==> src/timer8_pkg.sv <==
package timer8_pkg;

  // ****************************************************************
  // Register map, Wishbone word addresses as byte offsets.
  // ****************************************************************
  localparam logic [3:0] ADDR_COUNTER = 4'h0;
  localparam logic [3:0] ADDR_OPTION = 4'h4;
  localparam logic [3:0] ADDR_INTCTL = 4'h8;
  localparam logic [3:0] ADDR_IRQ_STATUS = 4'hC;
  localparam logic [3:0] ADDR_IRQ_MASK = 4'h0;
  localparam logic [4:0] ADDR_IRQ_MASK_HI = 5'h10;
  localparam logic [4:0] ADDR_DOG_CLEAR = 5'h14;
  localparam logic [4:0] ADDR_COUNTER_W = 5'h00;

  // ****************************************************************
  // Field positions.
  // ****************************************************************
  localparam int OPT_CLK_SRC = 5;
  localparam int OPT_EDGE = 4;
  localparam int OPT_ASSIGN = 3;
  localparam int INT_GLOBAL_EN = 7;
  localparam int INT_OVF_IE = 5;
  localparam int INT_OVF_FLAG = 2;

  // ****************************************************************
  // Reset values and timing.
  // ****************************************************************
  localparam logic [7:0] OPTION_RESET = 8'hFF;
  localparam logic [7:0] INTCTL_RESET = 8'h00;
  localparam logic [7:0] INTCTL_WMASK = 8'hFB;
  localparam int CLKS_PER_INSN = 4;
  localparam logic [1:0] INSN_DIV_MAX = 2'(CLKS_PER_INSN - 1);
  localparam logic [1:0] WRITE_HOLD_CYCLES = 2'h2;

  typedef enum logic [1:0] {
    BUS_IDLE = 2'b00,
    BUS_ACK = 2'b01
  } bus_state_e;

endpackage

==> src/prescaler8.sv <==
`timescale 1ns/1ps
`default_nettype none

// Shared 8-bit ripple-style prescaler; the count itself is never
// visible to software, only a pulse when the selected tap falls.
module prescaler8 (
  input wire logic clk_i,
  input wire logic rst_i,
  input wire logic clear_i,
  input wire logic tick_i,
  input wire logic [2:0] rate_i,
  output logic pulse_o
);
  import timer8_pkg::*;

  typedef struct packed {
    logic [7:0] count;
    logic pulse;
  } pre_state_s;

  pre_state_s state_reg;
  pre_state_s state_next;
  logic [7:0] incr;

  always_comb begin
    state_next = state_reg;
    incr = state_reg.count + 8'h01;
    state_next.pulse = 1'b0;
    if (clear_i) begin
      state_next.count = 8'h00;
    end else if (tick_i) begin
      state_next.count = incr;
      // A carry out of bit n marks one period of 2^(n+1) ticks.
      state_next.pulse = incr[rate_i] & ~state_reg.count[rate_i] ?
        1'b0 : (~incr[rate_i] & state_reg.count[rate_i]);
    end
  end

  always_ff @(posedge clk_i) begin
    if (rst_i) begin
      state_reg <= '0;
    end else begin
      state_reg <= state_next;
    end
  end

  assign pulse_o = state_reg.pulse;

endmodule

`default_nettype wire

==> src/timer8.sv <==
// Functional notes
// - Timer mode counts every instruction cycle when the prescaler is on watchdog.
// - Counter write suppresses increments for two instruction cycles.
// - Counter mode counts selected external input edges.
// - One prescaler, timer when assign bit clear.
// - Rate field picks 1:2 through 1:256.
// - 1:1 only with prescaler on watchdog.
// - Counter write clears prescaler when timer-assigned.
// - Watchdog clear clears prescaler when watchdog-assigned.
// - Wrap FFh to 00h sets overflow flag.
// - Overflow flag stays until software clears.
// - Interrupt needs overflow flag and enable.
// - Sleep freezes the counter.
// - Eight-bit counter and eight-bit prescaler.
// - Assign bit set gives prescaler to watchdog.
// - Global enable gates the timer and other requests, not irq_status.
`timescale 1ns/1ps
`default_nettype none

module timer8 (
  input wire logic clk_i,
  input wire logic rst_i,
  input wire logic cyc_i,
  input wire logic stb_i,
  input wire logic we_i,
  input wire logic [4:0] adr_i,
  input wire logic [3:0] sel_i,
  input wire logic [31:0] dat_i,
  output logic [31:0] dat_o,
  output logic ack_o,
  input wire logic sleep_i,
  input wire logic external_count_input_i,
  input wire logic watchdog_clear_instruction_i,
  input wire logic [7:0] other_irq_i,
  output logic watchdog_tick_o,
  output logic watchdog_clear_o,
  output logic timer_irq_o,
  output logic irq_o
);
  import timer8_pkg::*;

  // ****************************************************************
  // Module state.
  // ****************************************************************
  typedef struct packed {
    bus_state_e bus;
    logic [31:0] rdata;
    logic [7:0] counter_register;
    logic [7:0] option_control;
    logic [7:0] interrupt_control;
    logic [1:0] irq_status;
    logic [1:0] irq_mask;
    logic [1:0] insn_div;
    logic [1:0] hold;
    logic ext_prev;
  } tmr_state_s;

  tmr_state_s state_reg;
  tmr_state_s state_next;

  logic insn_tick;
  logic ext_edge;
  logic src_tick;
  logic pre_tick;
  logic pre_clear;
  logic pre_pulse;
  logic count_en;
  logic access;
  logic wr;
  logic counter_wr;
  logic dog_clr_wr;
  logic prescaler_to_dog;
  logic overflow;
  logic [7:0] wsel;
  logic [31:0] rd_mux;

  // ****************************************************************
  // Count path.
  // ****************************************************************
  assign access = cyc_i & stb_i & (state_reg.bus == BUS_IDLE);
  assign wr = access & we_i & sel_i[0];
  assign wsel = dat_i[7:0];
  assign counter_wr = wr & (adr_i == ADDR_COUNTER_W);
  assign dog_clr_wr = wr & (adr_i == ADDR_DOG_CLEAR) & dat_i[0];
  assign prescaler_to_dog = state_reg.option_control[OPT_ASSIGN];
  // The instruction cycle lasts four clocks; Sleep stops it.
  assign insn_tick = (state_reg.insn_div == INSN_DIV_MAX) & ~sleep_i;
  // External input is taken as synchronous; edge detected on every
  // clock against the sample taken on the previous clock.
  assign ext_edge = state_reg.option_control[OPT_EDGE] ?
    (state_reg.ext_prev & ~external_count_input_i) :
    (~state_reg.ext_prev & external_count_input_i);
  assign src_tick = state_reg.option_control[OPT_CLK_SRC] ?
    (ext_edge & ~sleep_i) : insn_tick;
  assign pre_tick = ~prescaler_to_dog ? src_tick : insn_tick;
  assign pre_clear = (counter_wr & ~prescaler_to_dog) |
    ((watchdog_clear_instruction_i | dog_clr_wr) & prescaler_to_dog);
  assign count_en = (prescaler_to_dog ? src_tick : pre_pulse) &
    (state_reg.hold == 2'h0);
  assign overflow = count_en & ~counter_wr &
    (state_reg.counter_register == 8'hFF);

  prescaler8 u_prescaler (
    .clk_i(clk_i),
    .rst_i(rst_i),
    .clear_i(pre_clear),
    .tick_i(pre_tick),
    .rate_i(state_reg.option_control[2:0]),
    .pulse_o(pre_pulse)
  );

  // ****************************************************************
  // Register read mux.
  // ****************************************************************
  always_comb begin
    rd_mux = 32'h0000_0000;
    if (adr_i == ADDR_COUNTER_W) begin
      rd_mux[7:0] = state_reg.counter_register;
    end else if (adr_i[3:0] == ADDR_OPTION && !adr_i[4]) begin
      rd_mux[7:0] = state_reg.option_control;
    end else if (adr_i[3:0] == ADDR_INTCTL && !adr_i[4]) begin
      rd_mux[7:0] = state_reg.interrupt_control;
    end else if (adr_i[3:0] == ADDR_IRQ_STATUS && !adr_i[4]) begin
      rd_mux[1:0] = state_reg.irq_status;
    end else if (adr_i == ADDR_IRQ_MASK_HI) begin
      rd_mux[1:0] = state_reg.irq_mask;
    end else begin
      rd_mux = 32'h0000_0000;
    end
  end

  // ****************************************************************
  // Next state.
  // ****************************************************************
  always_comb begin
    state_next = state_reg;
    state_next.ext_prev = external_count_input_i;
    if (!sleep_i) begin
      state_next.insn_div = state_reg.insn_div + 2'h1;
    end
    if (insn_tick && state_reg.hold != 2'h0) begin
      state_next.hold = state_reg.hold - 2'h1;
    end
    if (count_en) begin
      state_next.counter_register = state_reg.counter_register + 8'h01;
    end
    // Bus handshake; unmapped reads return zero, writes are dropped.
    if (state_reg.bus == BUS_ACK) begin
      state_next.bus = BUS_IDLE;
    end else if (access) begin
      state_next.bus = BUS_ACK;
      state_next.rdata = rd_mux;
    end
    if (wr) begin
      if (adr_i == ADDR_COUNTER_W) begin
        state_next.counter_register = wsel;
        state_next.hold = WRITE_HOLD_CYCLES;
      end else if (adr_i[3:0] == ADDR_OPTION && !adr_i[4]) begin
        state_next.option_control = wsel;
      end else if (adr_i[3:0] == ADDR_INTCTL && !adr_i[4]) begin
        // Writing the flag bit only ever lets software clear it.
        state_next.interrupt_control = (wsel & INTCTL_WMASK) |
          (wsel & state_reg.interrupt_control &
          ~INTCTL_WMASK);
      end else if (adr_i[3:0] == ADDR_IRQ_STATUS && !adr_i[4]) begin
        state_next.irq_status = state_reg.irq_status & ~dat_i[1:0];
      end else if (adr_i == ADDR_IRQ_MASK_HI) begin
        state_next.irq_mask = dat_i[1:0];
      end
    end
    // Hardware set wins over a simultaneous software clear.
    if (overflow) begin
      state_next.interrupt_control[INT_OVF_FLAG] = 1'b1;
      state_next.irq_status[0] = 1'b1;
    end
    if (pre_clear && prescaler_to_dog) begin
      state_next.irq_status[1] = 1'b1;
    end
  end

  always_ff @(posedge clk_i) begin
    if (rst_i) begin
      state_reg.bus <= BUS_IDLE;
      state_reg.rdata <= 32'h0000_0000;
      state_reg.counter_register <= 8'h00;
      state_reg.option_control <= OPTION_RESET;
      state_reg.interrupt_control <= INTCTL_RESET;
      state_reg.irq_status <= 2'h0;
      state_reg.irq_mask <= 2'h0;
      state_reg.insn_div <= 2'h0;
      state_reg.hold <= 2'h0;
      state_reg.ext_prev <= 1'b0;
    end else begin
      state_reg <= state_next;
    end
  end

  // ****************************************************************
  // Outputs.
  // ****************************************************************
  assign ack_o = (state_reg.bus == BUS_ACK);
  assign dat_o = state_reg.rdata;
  assign watchdog_tick_o = prescaler_to_dog ? pre_pulse : insn_tick;
  assign watchdog_clear_o = watchdog_clear_instruction_i | dog_clr_wr;
  assign timer_irq_o = state_reg.interrupt_control[INT_GLOBAL_EN] &
    state_reg.interrupt_control[INT_OVF_IE] &
    state_reg.interrupt_control[INT_OVF_FLAG];
  // Other sources use the same global gate.
  assign irq_o = |(state_reg.irq_status & state_reg.irq_mask) |
    (state_reg.interrupt_control[INT_GLOBAL_EN] & |other_irq_i);

endmodule

`default_nettype wire

==> config.mk <==
export PLATFORM = sky130hd
export DESIGN_NAME = timer8
export DESIGN_NICKNAME = d
export VERILOG_FILES = /design/src/timer8_pkg.sv /design/src/prescaler8.sv /design/src/timer8.sv
export SDC_FILE = /design/constraint.sdc
export NUM_CORES = 1
export LEC_CHECK = 0
export ABC_AREA = 1
export BUFFER_PORTS_ARGS = -buffer_cell sky130_fd_sc_hd__clkbuf_2
export CAP_MARGIN = 20
export CORE_ASPECT_RATIO = 1.1
export CORE_MARGIN = 5
export CORE_UTILIZATION = 25
export CTS_CLUSTER_SIZE = 16
export DETAILED_ROUTE_END_ITERATION = 6
export GPL_TIMING_DRIVEN = 1
export SETUP_SLACK_MARGIN = 0.2
export SLEW_MARGIN = 25
export SYNTH_ARGS = -nofsm -noshare
export SYNTH_HDL_FRONTEND = slang
export SYNTH_HIERARCHICAL = 1
export SYNTH_SLANG_ARGS = --single-unit
==> constraint.sdc <==
create_clock -name clk_i -period 3.6 [get_ports clk_i]
set_input_delay 0.72 -clock clk_i [delete_from_list [all_inputs] [get_ports clk_i]]
set_output_delay 0.72 -clock clk_i [all_outputs]
set_load 0.005 [all_outputs]
**Word level (Yosys, flattened, before mapping)**

Cells that the tools add are included.
W data, S select, Z words.

- Add/subtract/negate cells: 4
- Order comparisons: 1
- Equal/unequal tests: 13
- Muxes and demuxes: 31
- Bitwise gates (word level): 42
- Reductions and logical operators: 27

Operators with widths:

| kind | number |
|---|---|
| $mux W8 | 7 |
| $mux W28 | 1 |
| $and A1 B1 Y1 | 21 |
| $mux W20 | 1 |
| $add A8 B1 Y8 const B | 2 |
| $mux W2 | 8 |
| $not A1 Y1 | 13 |
| $mux W12 | 1 |
| $reduce_bool A2 Y1 | 6 |
| $eq A5 B5 Y1 const B | 2 |
| $mux W1 | 10 |
| $reduce_and A5 Y1 | 2 |
| $eq A4 B4 Y1 const B | 2 |
| $eq A8 B8 Y1 const B | 1 |
| $or A8 B3 Y8 | 1 |
| $reduce_and A4 Y1 | 2 |
| $reduce_or A8 Y1 | 1 |
| $bmux W1 S3 | 2 |
| $ne A2 B1 Y1 const B | 3 |
| $ne A2 B2 Y1 const B | 3 |
| $reduce_and A6 Y1 | 1 |
| $reduce_or A2 Y1 | 3 |
| $logic_and A1 B1 Y1 | 5 |
| $logic_not A5 Y1 | 1 |
| other kinds (15) | 19 |

- Flip-flop bits (word level): 51
- Output and inout bits: 37

**Longest topological paths before layout**

Gate-level depths: netlist of run 1.

- Word-level depth: 12
- Gate-level depth with buffers: 11
- Depth with buffers taken out: 11

**Modules after synthesis**

Netlist of run 1, hierarchy kept.

By module, submodules not included:

| module | instances | cells each | area an instance (um^2) |
|---|---|---|---|
| timer8 | 1 | 349 | 2,517.4 |
| prescaler8 | 1 | 89 | 596.8 |

**Worst setup path before layout of run 1**

OpenSTA, ideal clock, no wires.

- Path type: input port to output port
- Start: in cyc_i
- End: out watchdog_clear_o
- Arrival: 1.302 ns
- Data required time: 2.880 ns
- Path slack: 1.578 ns
- Stages on the path: 4
- Buffers on the path: 0
- Cell sequence: nand2_1 -> nor2_4 -> nand3_4 -> o31ai_2

- Longest elaborated chain between the ends: 7

Ends and longest elaborated chain:

| item | line | RTL |
|---|---|---|
| from (decl) | timer8.sv:23 | `input wire logic cyc_i,` |
| $and A1 B1 Y1 (2 in series) | timer8.sv:80 | `assign access = cyc_i & stb_i & (state_reg.bus == BUS_IDLE);` |
| $and A1 B1 Y1 (2 in series) | timer8.sv:81 | `assign wr = access & we_i & sel_i[0];` |
| $and A1 B1 Y1 (2 in series) | timer8.sv:84 | `assign dog_clr_wr = wr & (adr_i == ADDR_DOG_CLEAR) & dat_i[0];` |
| $or A1 B1 Y1 | timer8.sv:204 | `assign watchdog_clear_o = watchdog_clear_instruction_i \| dog_clr_wr;` |
| to (decl) | timer8.sv:36 | `output logic watchdog_clear_o,` |

Every way passes these cells.

**Worst setup path in the final report of run 1**

Same ends and word-level chain as after synthesis.

==> results of run 1 <==
[per-stage QoR]
| stage | instance area (um^2) | hold WS, ps |
|---|---|---|
| final | 3480 | 455 |
| after global routing | 3480 | 483 |
| after CTS | 3480 | 458 |
| after detailed placement | 3320 | 449 |
| after global placement | 3320 | 435 |
| after floorplan | 3200 | 427 |
[placed cells by master (no fill, tap or decap), types with 2 or more instances in the layout]
| master | instances |
|---|---|
| nand2_1 | 87 |
| nand3_1 | 33 |
| nor3_1 | 4 |
| inv_1 | 60 |
| nand3_4 | 2 |
| nor2_1 | 25 |
| o211ai_2 | 8 |
| clkbuf_8 | 2 |
| nand2_2 | 6 |
| clkbuf_2 | 42 |
| nor2_2 | 3 |
| xor2_1 | 4 |
| o211ai_1 | 5 |
| nand3_2 | 4 |
| buf_4 | 2 |
| dfxtp_1 | 51 |
| a41oi_1 | 6 |
| nor2_4 | 5 |
| inv_2 | 7 |
| clkbuf_16 | 5 |
| a21oi_1 | 27 |
| ha_1 | 4 |
| o21ai_1 | 8 |
| nor4_1 | 3 |
| nand4_1 | 3 |
| o21ai_0 | 27 |
| conb_1 | 24 |
[cell families (layout without fill, tap and decap cells)]
logic type                 Yosys count  after routing  share of synthesized area [%]
other                                1             24                          0.120
DFF                                 51             51                           32.8
buffers and inverters              111            121                           18.1
AOI/OAI and AO/OA                   89             89                           18.4
xor gates and xnor gates             5              5                           1.41
adders and majority gates            4              4                           1.61
and+or+nand+nor                    177            177                           27.5
[area by class of cell]
type,instances,share of cell area [%]
clock buffer,7,4.39
clock inverter,1,0.216
inverter,69,7.52
multi-input combinational,299,46.5
sequential,51,29.4
tap,154,5.54
timing repair buffer,44,6.48
[power breakdown]
group / total, uW / internal (uW) / switching (uW)
registers: 582 / 575 / 7.52
clock network: 512 / 296 / 215
logic: 100 / 35.0 / 65.5
total: 1190 / 906 / 288
[routing by layer]
layer  vias up  global-route usage (%)
met5         -                       0
met4         0                    2.32
met3         7                    2.03
met2        60                    19.6
met1      1267                    12.5
li1       1433                       -
[final timing paths]
path,cells after the start,startpoint,slack [ps],end
setup / recovery,6,cyc_i,1010,watchdog_clear_o
hold reg to reg,2,state_reg[4]$_SDFFE_PP0N_,450,state_reg[4]$_SDFFE_PP0N_
setup reg to reg,8,state_reg[65]$_SDFFE_PP0N_,1650,u_prescaler/state_reg[7]$_SDFFE_PP0P_
hold / removal,2,state_reg[4]$_SDFFE_PP0N_,450,state_reg[4]$_SDFFE_PP0N_
[critical path, stage by stage]
cell and delay (ps):
clkbuf_2 70, nand2_1 70, nor2_4 300, nand3_4 220, o31ai_2 310, clkbuf_2 170
==> qor.yml, run 1 <==
run_status:
  status: "finished clean"
layout:
  fillerInstances: 1308
  diodes: 0
  nets: 531
  drive_gt1_share_pct: 19.5
  largest_reg_flops: 33
  fin_cells: 625
  final_util_pct: 28.6
  area_delta_synth_final_pct: 11.6
  final-seq-area_mm2: 0.00102
  multi_input_area_mm2: 0.00162
logic_synthesis:
  synth.area.top_cells: "dfxtp_1 33%, nand2_1 10%, buf_4 8.2%, inv_1 7.2%, nand3_1 5.3%"
  synthArstFlopShare_pct: 0
  post_synth.cell_area_avg_um2: 7.11
  yosys_most_used_dff: "dfxtp_1"
  ys_warn_count: 6
  ys_seq_elements: 51
  postSynthCellCount: 438
  synth_common_cells: "87 x nand2_1, 60 x inv_1, 51 x dfxtp_1"
  synth_edf_count: 0
  yosysMostFrequentCell: "nand2_1"
  synth_seq_area_share_pct: 32.8
  netlist.area_leader.share_pct: 32.8
  synth.distinct_cells: 40
  syn_area_mm2: 0.00311
  yosys.area.top_type: "dfxtp_1"
route:
  drc_errors: 0
  wl_per_cell_um: 12.0
  wl_met2_um: 3940
  vias_per_cell: 4.43
  num_vias: 2767
  drt_pass1_iterations: 5
  postRouteWirelength_um: 7490
  met3_length_um: 341
  first_iter_violations: 118
  wl_met1_um: 3140
  drt.antenna.violating_nets: 0
  dr.max_layer_used: "met4"
place:
  port_buffers: 42
  dp_cells: 617
  dp_hpwl_um: 5870
  place_ws_ps: 940
  gp_congestion: 0.840
grt:
  grt_max_degree: 19
  antenna_found_initial: 0
  grt_pass1_wl_um: 12800
  grt_overflow_total: 0
  grt_pass1_vias: 2683
  grt_util_all_layers_pct: 10.6
cts:
  cts_root_buf: "clkbuf_16"
  post_cts_buffers: 0
  cts_max_level: 2
  cts_resized: 0
  cts.sinks: 51
  cts_tree: "yes"
  cts_buffers: 5
  cts.path.max_buffers: 2
  clk_pin_slew_worst_paths_ps: 60
  cts_hold_buf: 0
  clk_latency_ps: 290
timing:
  fmax_ghz: 0.386
  slew_headroom_pct: 63.0
  setup_viol: 0
  fin_worst_skew_ps: 8.77
  setup_ws_ps: 1010
  finalCritPeriodShare_pct: 72.0
  rsz0062_at_grt: "false"
  tns_ps: 0
  drv_slew: 0
  hold_viol: 0
  worst_pin_slew_ps: 554
  fin_crit_ps: 2590
floorplanning:
  row_count: 42
  dieArea_mm2: 0.0148
  top_level_ports: 94
  die_w_um: 116
  die_h_um: 127
  core_region_area_mm2: 0.0121
  start_util_pct: 25.7
setup_path:
  worstSetupPathType: "primary input to output port"
  crit_fanout: 14
  cp-end-kind: "output port"
  critPathArrivalTime_ps: 1870
  startpoint_type: "primary input"
  worst-endpoint-required_ps: 2880
pwr:
  ir_drop_mv: 0.197
  p_per_area_mw_per_mm2: 344
  finalPower_uw: 1190
  p_leak_uw: 0.00161
flow_run:
  maxCapViolations: 0
hold_path:
  hp-class: "flip-flop to flip-flop"
Power figures use the tool's default switching activity.
==> run 2: changes to the inputs <==
==> constraint.sdc (replaced) <==
create_clock -name clk_i -period 2.15 [get_ports clk_i]
set_input_delay 0.43 -clock clk_i [delete_from_list [all_inputs] [get_ports clk_i]]
set_output_delay 0.43 -clock clk_i [all_outputs]
set_load 0.005 [all_outputs]
==> run 2 against run 1 <==
Net effect: power increased by 60%; hold slack got worse by 78 ps; clock skew decreased by 1.5 ps; sequential cell count unchanged; critical path depth decreased by 2; sequential power increased by 68%; combinational power increased by 72%; register-to-register slack got worse by 1200 ps; die area unchanged; critical path type is now flip-flop to output port.
==> qor.yml, run 2 (synthesis gave the netlist of run 1 again) <==
hold_path:
  hp-class: "primary input to flip-flop"
floorplanning:
  start_util_pct: 25.7  # unchanged
  core_region_area_mm2: 0.0121  # unchanged
  die_w_um: 116  # unchanged
  dieArea_mm2: 0.0148  # unchanged
  row_count: 42  # unchanged
  die_h_um: 127  # unchanged
  top_level_ports: 94  # unchanged
route:
  drc_errors: 0  # unchanged
  first_iter_violations: 152  # +29%
  vias_per_cell: 4.33  # -2.1%
  drt_pass1_iterations: 4  # -1
  postRouteWirelength_um: 7410  # -1.2%
  wl_per_cell_um: 11.8  # -1.5%
  drt.antenna.violating_nets: 0  # unchanged
  num_vias: 2717  # -1.8%
place:
  dp_cells: 619  # +0.32%
  post_dp_cell_area_mm2: 0.00333  # +0.45%
  gp_congestion: 0.872  # +3.8%
  port_buffers: 42  # unchanged
  dp_hpwl_um: 5930  # +0.97%
setup_path:
  endpoint: "watchdog_clear_o"
  startpoint_type: "flip-flop"
  r2r_slack_ps: 450  # -1200 ps
  timing.rr.end: "u_prescaler/state_reg[1]$_SDFFE_PP0P_"
  critPathArrivalTime_ps: 1350  # -520 ps
  timing.rr.start: "state_reg[65]$_SDFFE_PP0N_"
  worstSetupPathType: "flip-flop to output port"
  max_stage_delay_ps: 340  # +30 ps
  cpMaxStageDelayCell: "dfxtp_1"
  crit_fanout: 7  # -7
  worst-endpoint-required_ps: 1720  # -1160 ps
  cp-end-kind: "output port"
  path_cells: "nor2_4, nand3_4, o31ai_4, clkbuf_2"
  r2r_cells: 8  # unchanged
  crit_path_start: "state_reg[65]$_SDFFE_PP0N_"
layout:
  mostFrequentLayoutCell: "nand2_1"
  largest_reg_flops: 33  # unchanged
  diodes: 0  # unchanged
  drive_gt1_share_pct: 19.5  # -0.083 points
  area_delta_synth_final_pct: 11.7  # about the same
  final_area_mm2: 0.00348  # about the same
  fin_cells: 627  # +0.32%
  nets: 533  # +0.38%
  final_cell_mix: "87 x nand2_1, 60 x inv_1, 51 x dfxtp_1"
timing:
  setup_viol: 0  # unchanged
  hold_viol: 0  # unchanged
  fin_crit_ps: 1780
  rsz0062_at_grt: "false"
  fin_worst_skew_ps: 7.30  # -1.47 ps
  tns_ps: 0  # unchanged
  worst_pin_slew_ps: 565  # +11.0 ps
  slew_headroom_pct: 62.2  # -0.83 points
  finalCritPeriodShare_pct: 82.6
  drv_slew: 0  # unchanged
  fmax_ghz: 0.563
cts:
  cts_root_buf: "clkbuf_16"
  cts.sinks: 51  # unchanged
  cts_tree: "yes"
  clk_pin_slew_worst_paths_ps: 70  # about the same
  clk_latency_ps: 290  # about the same
  cts_max_level: 2  # unchanged
  post_cts_buffers: 0  # unchanged
  cts_buffers: 5  # unchanged
  cts.path.max_buffers: 2  # unchanged
grt:
  grt_util_all_layers_pct: 10.4  # -0.23 points
  grt_max_degree: 33  # +14
  grt_pass1_wl_um: 12600  # -1.6%
  grt_overflow_total: 0  # unchanged
  grt_pass1_vias: 2710  # +1.0%
  antenna_found_initial: 0  # unchanged
pwr:
  comb_power_share_pct: 9.0  # +0.6 points
  p_int_uw: 1450  # +61%
  p_leak_uw: 0.00161  # +0.12%
  p_sw_uw: 460  # +59%
  power_frac_seq_pct: 51.0  # +2.2 points
  finalPower_uw: 1910  # +60%
  p_per_area_mw_per_mm2: 550  # +60%
  clkPwrFrac_pct: 40.1  # -2.7 points
  ir_drop_mv: 0.272  # +38%
  p_sw_share_pct: 24.0  # -0.14 points
flow_run:
  maxCapViolations: 0  # unchanged
run_status:
  status: "finished clean"
## run 2: cell type report
class,count,area (um^2)
repair buffers,46,240
well taps,154,193
clock inverters,1,5.00
inverters,69,262
flip-flops and latches,51,1020
multi-input cells,299,1620
fillers,1295,8660
clock buffers,7,133
## run 2: worst max-delay path, delay by kind of cell, from the launching register on
kind            cells  cell delay (ps)
compound gates      1              260
buf+inv             1              160
flops               1              340
simple gates        2              300
## run 2: routing by layer
layer	vias up	global-route usage [%]	routed length [um]
met5	-	0	0
met4	0	2.25	67
met3	5	1.75	326
met2	45	19.2	3900
met1	1227	12.4	3110
li1	1440	-	-
## run 2: worst min-delay path by stage
| stage | from | end | slack, ps | cells after the start |
|---|---|---|---|---|
| after CTS | external_count_input_i | state_reg[0]$_SDFF_PP0_ | 370 | 3 |
| final | external_count_input_i | state_reg[0]$_SDFF_PP0_ | 380 | 3 |
| after detailed placement | state_reg[4]$_SDFFE_PP0N_ | state_reg[4]$_SDFFE_PP0N_ | 450 | 2 |
| after global placement | state_reg[4]$_SDFFE_PP0N_ | state_reg[4]$_SDFFE_PP0N_ | 440 | 2 |
| after floorplan | state_reg[4]$_SDFFE_PP0N_ | state_reg[4]$_SDFFE_PP0N_ | 430 | 2 |
| after global routing | external_count_input_i | state_reg[0]$_SDFF_PP0_ | 410 | 3 |
## run 2: power by group through the flow
stage               sequential (uW)  clock, uW  combinational, uW
finish                          975        767                172
CTS                             975        791                172
detailed placement              997          0                171
floorplan                       993          0                143
global route                    977        821                198
global placement                997          0                167
## run 2: per-stage QoR
stage	util, %	worst slack (ps)	hold slack (ps)
final	28.6	375	376
after floorplan	-	502	427
after global routing	28.6	262	411
after global placement	27.4	202	435
after detailed placement	27.4	181	448
after CTS	28.6	243	372
## run 2: what timing repair did
action                                  4_1_cts  5_1_grt
hold buffers                                  0        0
endpoints found under the setup margin        0        1
resized for setup                             0        1
==> run 3: changes to the inputs <==
==> constraint.sdc (replaced) <==
create_clock -name clk_i -period 1.8 [get_ports clk_i]
set_input_delay 0.36 -clock clk_i [delete_from_list [all_inputs] [get_ports clk_i]]
set_output_delay 0.36 -clock clk_i [all_outputs]
set_load 0.005 [all_outputs]
==> run 3 against run 2 <==
Net effect: first-iteration DRC count fell by 19%; clock skew shrank 2.3 ps; critical path depth is the same; non-clock buffer count increased by 16; sequential power is 20% higher.
==> qor.yml, run 3 (synthesis gave the netlist of run 1 again) <==
floorplanning:
  die_w_um: 116  # unchanged
  start_util_pct: 25.7  # unchanged
  top_level_ports: 94  # unchanged
  row_count: 42  # unchanged
  dieArea_mm2: 0.0148  # unchanged
  die_h_um: 127  # unchanged
  core_region_area_mm2: 0.0121  # unchanged
pwr:
  p_sw_uw: 565  # +23%
  power_frac_seq_pct: 47.4  # -3.6 points
  comb_power_share_pct: 9.6  # +0.6 points
  p_leak_uw: 0.00171  # +6.0%
  p_int_uw: 1900  # +30%
  ir_drop_mv: 0.332  # +22%
  p_sw_share_pct: 23.0  # -1.1 points
  clkPwrFrac_pct: 42.9  # +2.8 points
  p_per_area_mw_per_mm2: 667  # +21%
layout:
  mostFrequentLayoutCell: "nand2_1"
  nets: 549  # +3.0%
  drive_gt1_share_pct: 24.0  # +4.5 points
  fillerInstances: 1311  # +1.2%
  final_area_mm2: 0.00369  # +6.1%
  largest_reg_flops: 33  # unchanged
  diodes: 0  # unchanged
  area_delta_synth_final_pct: 18.4
  final_cell_mix: "87 x nand2_1, 59 x inv_1, 48 x dfxtp_1"
setup_path:
  startpoint_type: "flip-flop"
  cpMaxStageDelayCell: "dfxtp_2"
  critical-path-top-delay-family: "flip-flops"
  worst-endpoint-required_ps: 1440  # -280 ps
  worstSetupPathType: "flip-flop to output port"
  path_cells: "ha_4, inv_2, o31ai_2, buf_2"
  cp.buffers_inverters: 2  # +1
  max_stage_delay_ps: 360  # +20 ps
  cp-end-kind: "output port"
  crit_fanout: 2  # -5
  critPathArrivalTime_ps: 1210  # -140 ps
timing:
  finalCritPeriodShare_pct: 87.5
  tns_ps: 0  # unchanged
  setup_ws_ps: 225  # -149 ps
  fmax_ghz: 0.635
  hold_viol: 0  # unchanged
  rsz0062_at_grt: "true"
  fin_crit_ps: 1570
  setup_viol: 0  # unchanged
  drv_slew: 0  # unchanged
  whs_ps: 312  # -64.5 ps
  fin_worst_skew_ps: 4.98  # -2.32 ps
grt:
  grt_pass1_wl_um: 12900  # +2.1%
  antenna_found_initial: 0  # unchanged
  grt_util_all_layers_pct: 10.7  # +0.29 points
  grt_overflow_total: 0  # unchanged
  grt_pass1_vias: 2698  # -0.44%
  grt_max_degree: 34  # +3.0%
cts:
  cts_hold_buf: 0  # unchanged
  clk_latency_ps: 290  # about the same
  clk_pin_slew_worst_paths_ps: 60  # about the same
  cts_max_level: 2  # unchanged
  cts.path.max_buffers: 2  # unchanged
  cts.sinks: 51  # unchanged
  cts_buffers: 5  # unchanged
  cts_tree: "yes"
  cts_root_buf: "clkbuf_16"
route:
  drc_errors: 0  # unchanged
  drt_pass1_iterations: 5  # +1
  postRouteWirelength_um: 7840  # +5.8%
  first_iter_violations: 123  # -19%
  vias_per_cell: 4.45  # +2.8%
  num_vias: 2860  # +5.3%
  drt.antenna.violating_nets: 0  # unchanged
  wl_per_cell_um: 12.2  # +3.3%
place:
  gp_congestion: 0.881  # +0.97%
  dp_hpwl_um: 6070  # +2.3%
  port_buffers: 42  # unchanged
  place_ws_ps: -41.5  # -223 ps
  post_dp_cell_area_mm2: 0.00340  # +2.0%
hold_path:
  hp-class: "primary input to flip-flop"
run_status:
  status: "finished clean"
flow_run:
  maxCapViolations: 0  # unchanged
[run 3: final timing paths]
path / endpoint / slack (ps) / cells past startpoint / startpoint
setup / recovery: watchdog_tick_o / 230 / 4 / state_reg[3]$_SDFFE_PP0N_
hold / removal: state_reg[0]$_SDFF_PP0_ / 310 / 3 / external_count_input_i
setup reg to reg: state_reg[11]$_SDFFE_PP0P_ / 320 / 9 / state_reg[3]$_SDFFE_PP0N_
hold reg to reg: dat_o[0]$_SDFFE_PP0P_ / 470 / 2 / dat_o[0]$_SDFFE_PP0P_
[run 3: area by class of cell]
type | count | area (um^2) | share of cell area, %
multi-input cells | 299 | 1660 | 45.1
well taps | 154 | 193 | 5.22
clock buffers | 6 | 129 | 3.49
inverters | 69 | 264 | 7.16
clock inverters | 1 | 30.0 | 0.814
flip-flops and latches | 51 | 1020 | 27.8
repair buffers | 62 | 385 | 10.4
[run 3: what timing repair did]
item,4_1_cts,5_1_grt
resized for setup,6,12
setup buffers,4,3
pin swaps,2,4
gates cloned,0,0
setup endpoints to repair,11,17
[run 3: layer usage]
metal	track usage, %	part of all wire, %	vias to the layer above
met2	18.8	52	64
met1	13.1	42	1320
met3	1.89	4.6	10
met5	0	0	-
met4	3.14	1.6	0
li1	-	-	1466
[run 3: metrics by stage]
step	total power [uW]	std cells	utilization, %
final	2460	642	30.4
after CTS	2480	639	30.0
after floorplan	1360	461	-
after detailed placement	1400	628	28.0
after global routing	2560	642	30.4
after global placement	1400	628	28.0
[run 3: tightest hold or removal path: cells and delay by family]
family                 cells  cell delay [ps]
buffers and inverters      2              150
and+or+nand+nor            1               40
[run 3: power by group through the flow]
stage / clock (uW) / sequential (uW) / combinational [uW]
floorplan: 0 / 1190 / 170
global placement: 0 / 1190 / 207
finish: 1060 / 1170 / 237
global route: 1120 / 1170 / 271
CTS: 1080 / 1170 / 226
detailed placement: 0 / 1190 / 213
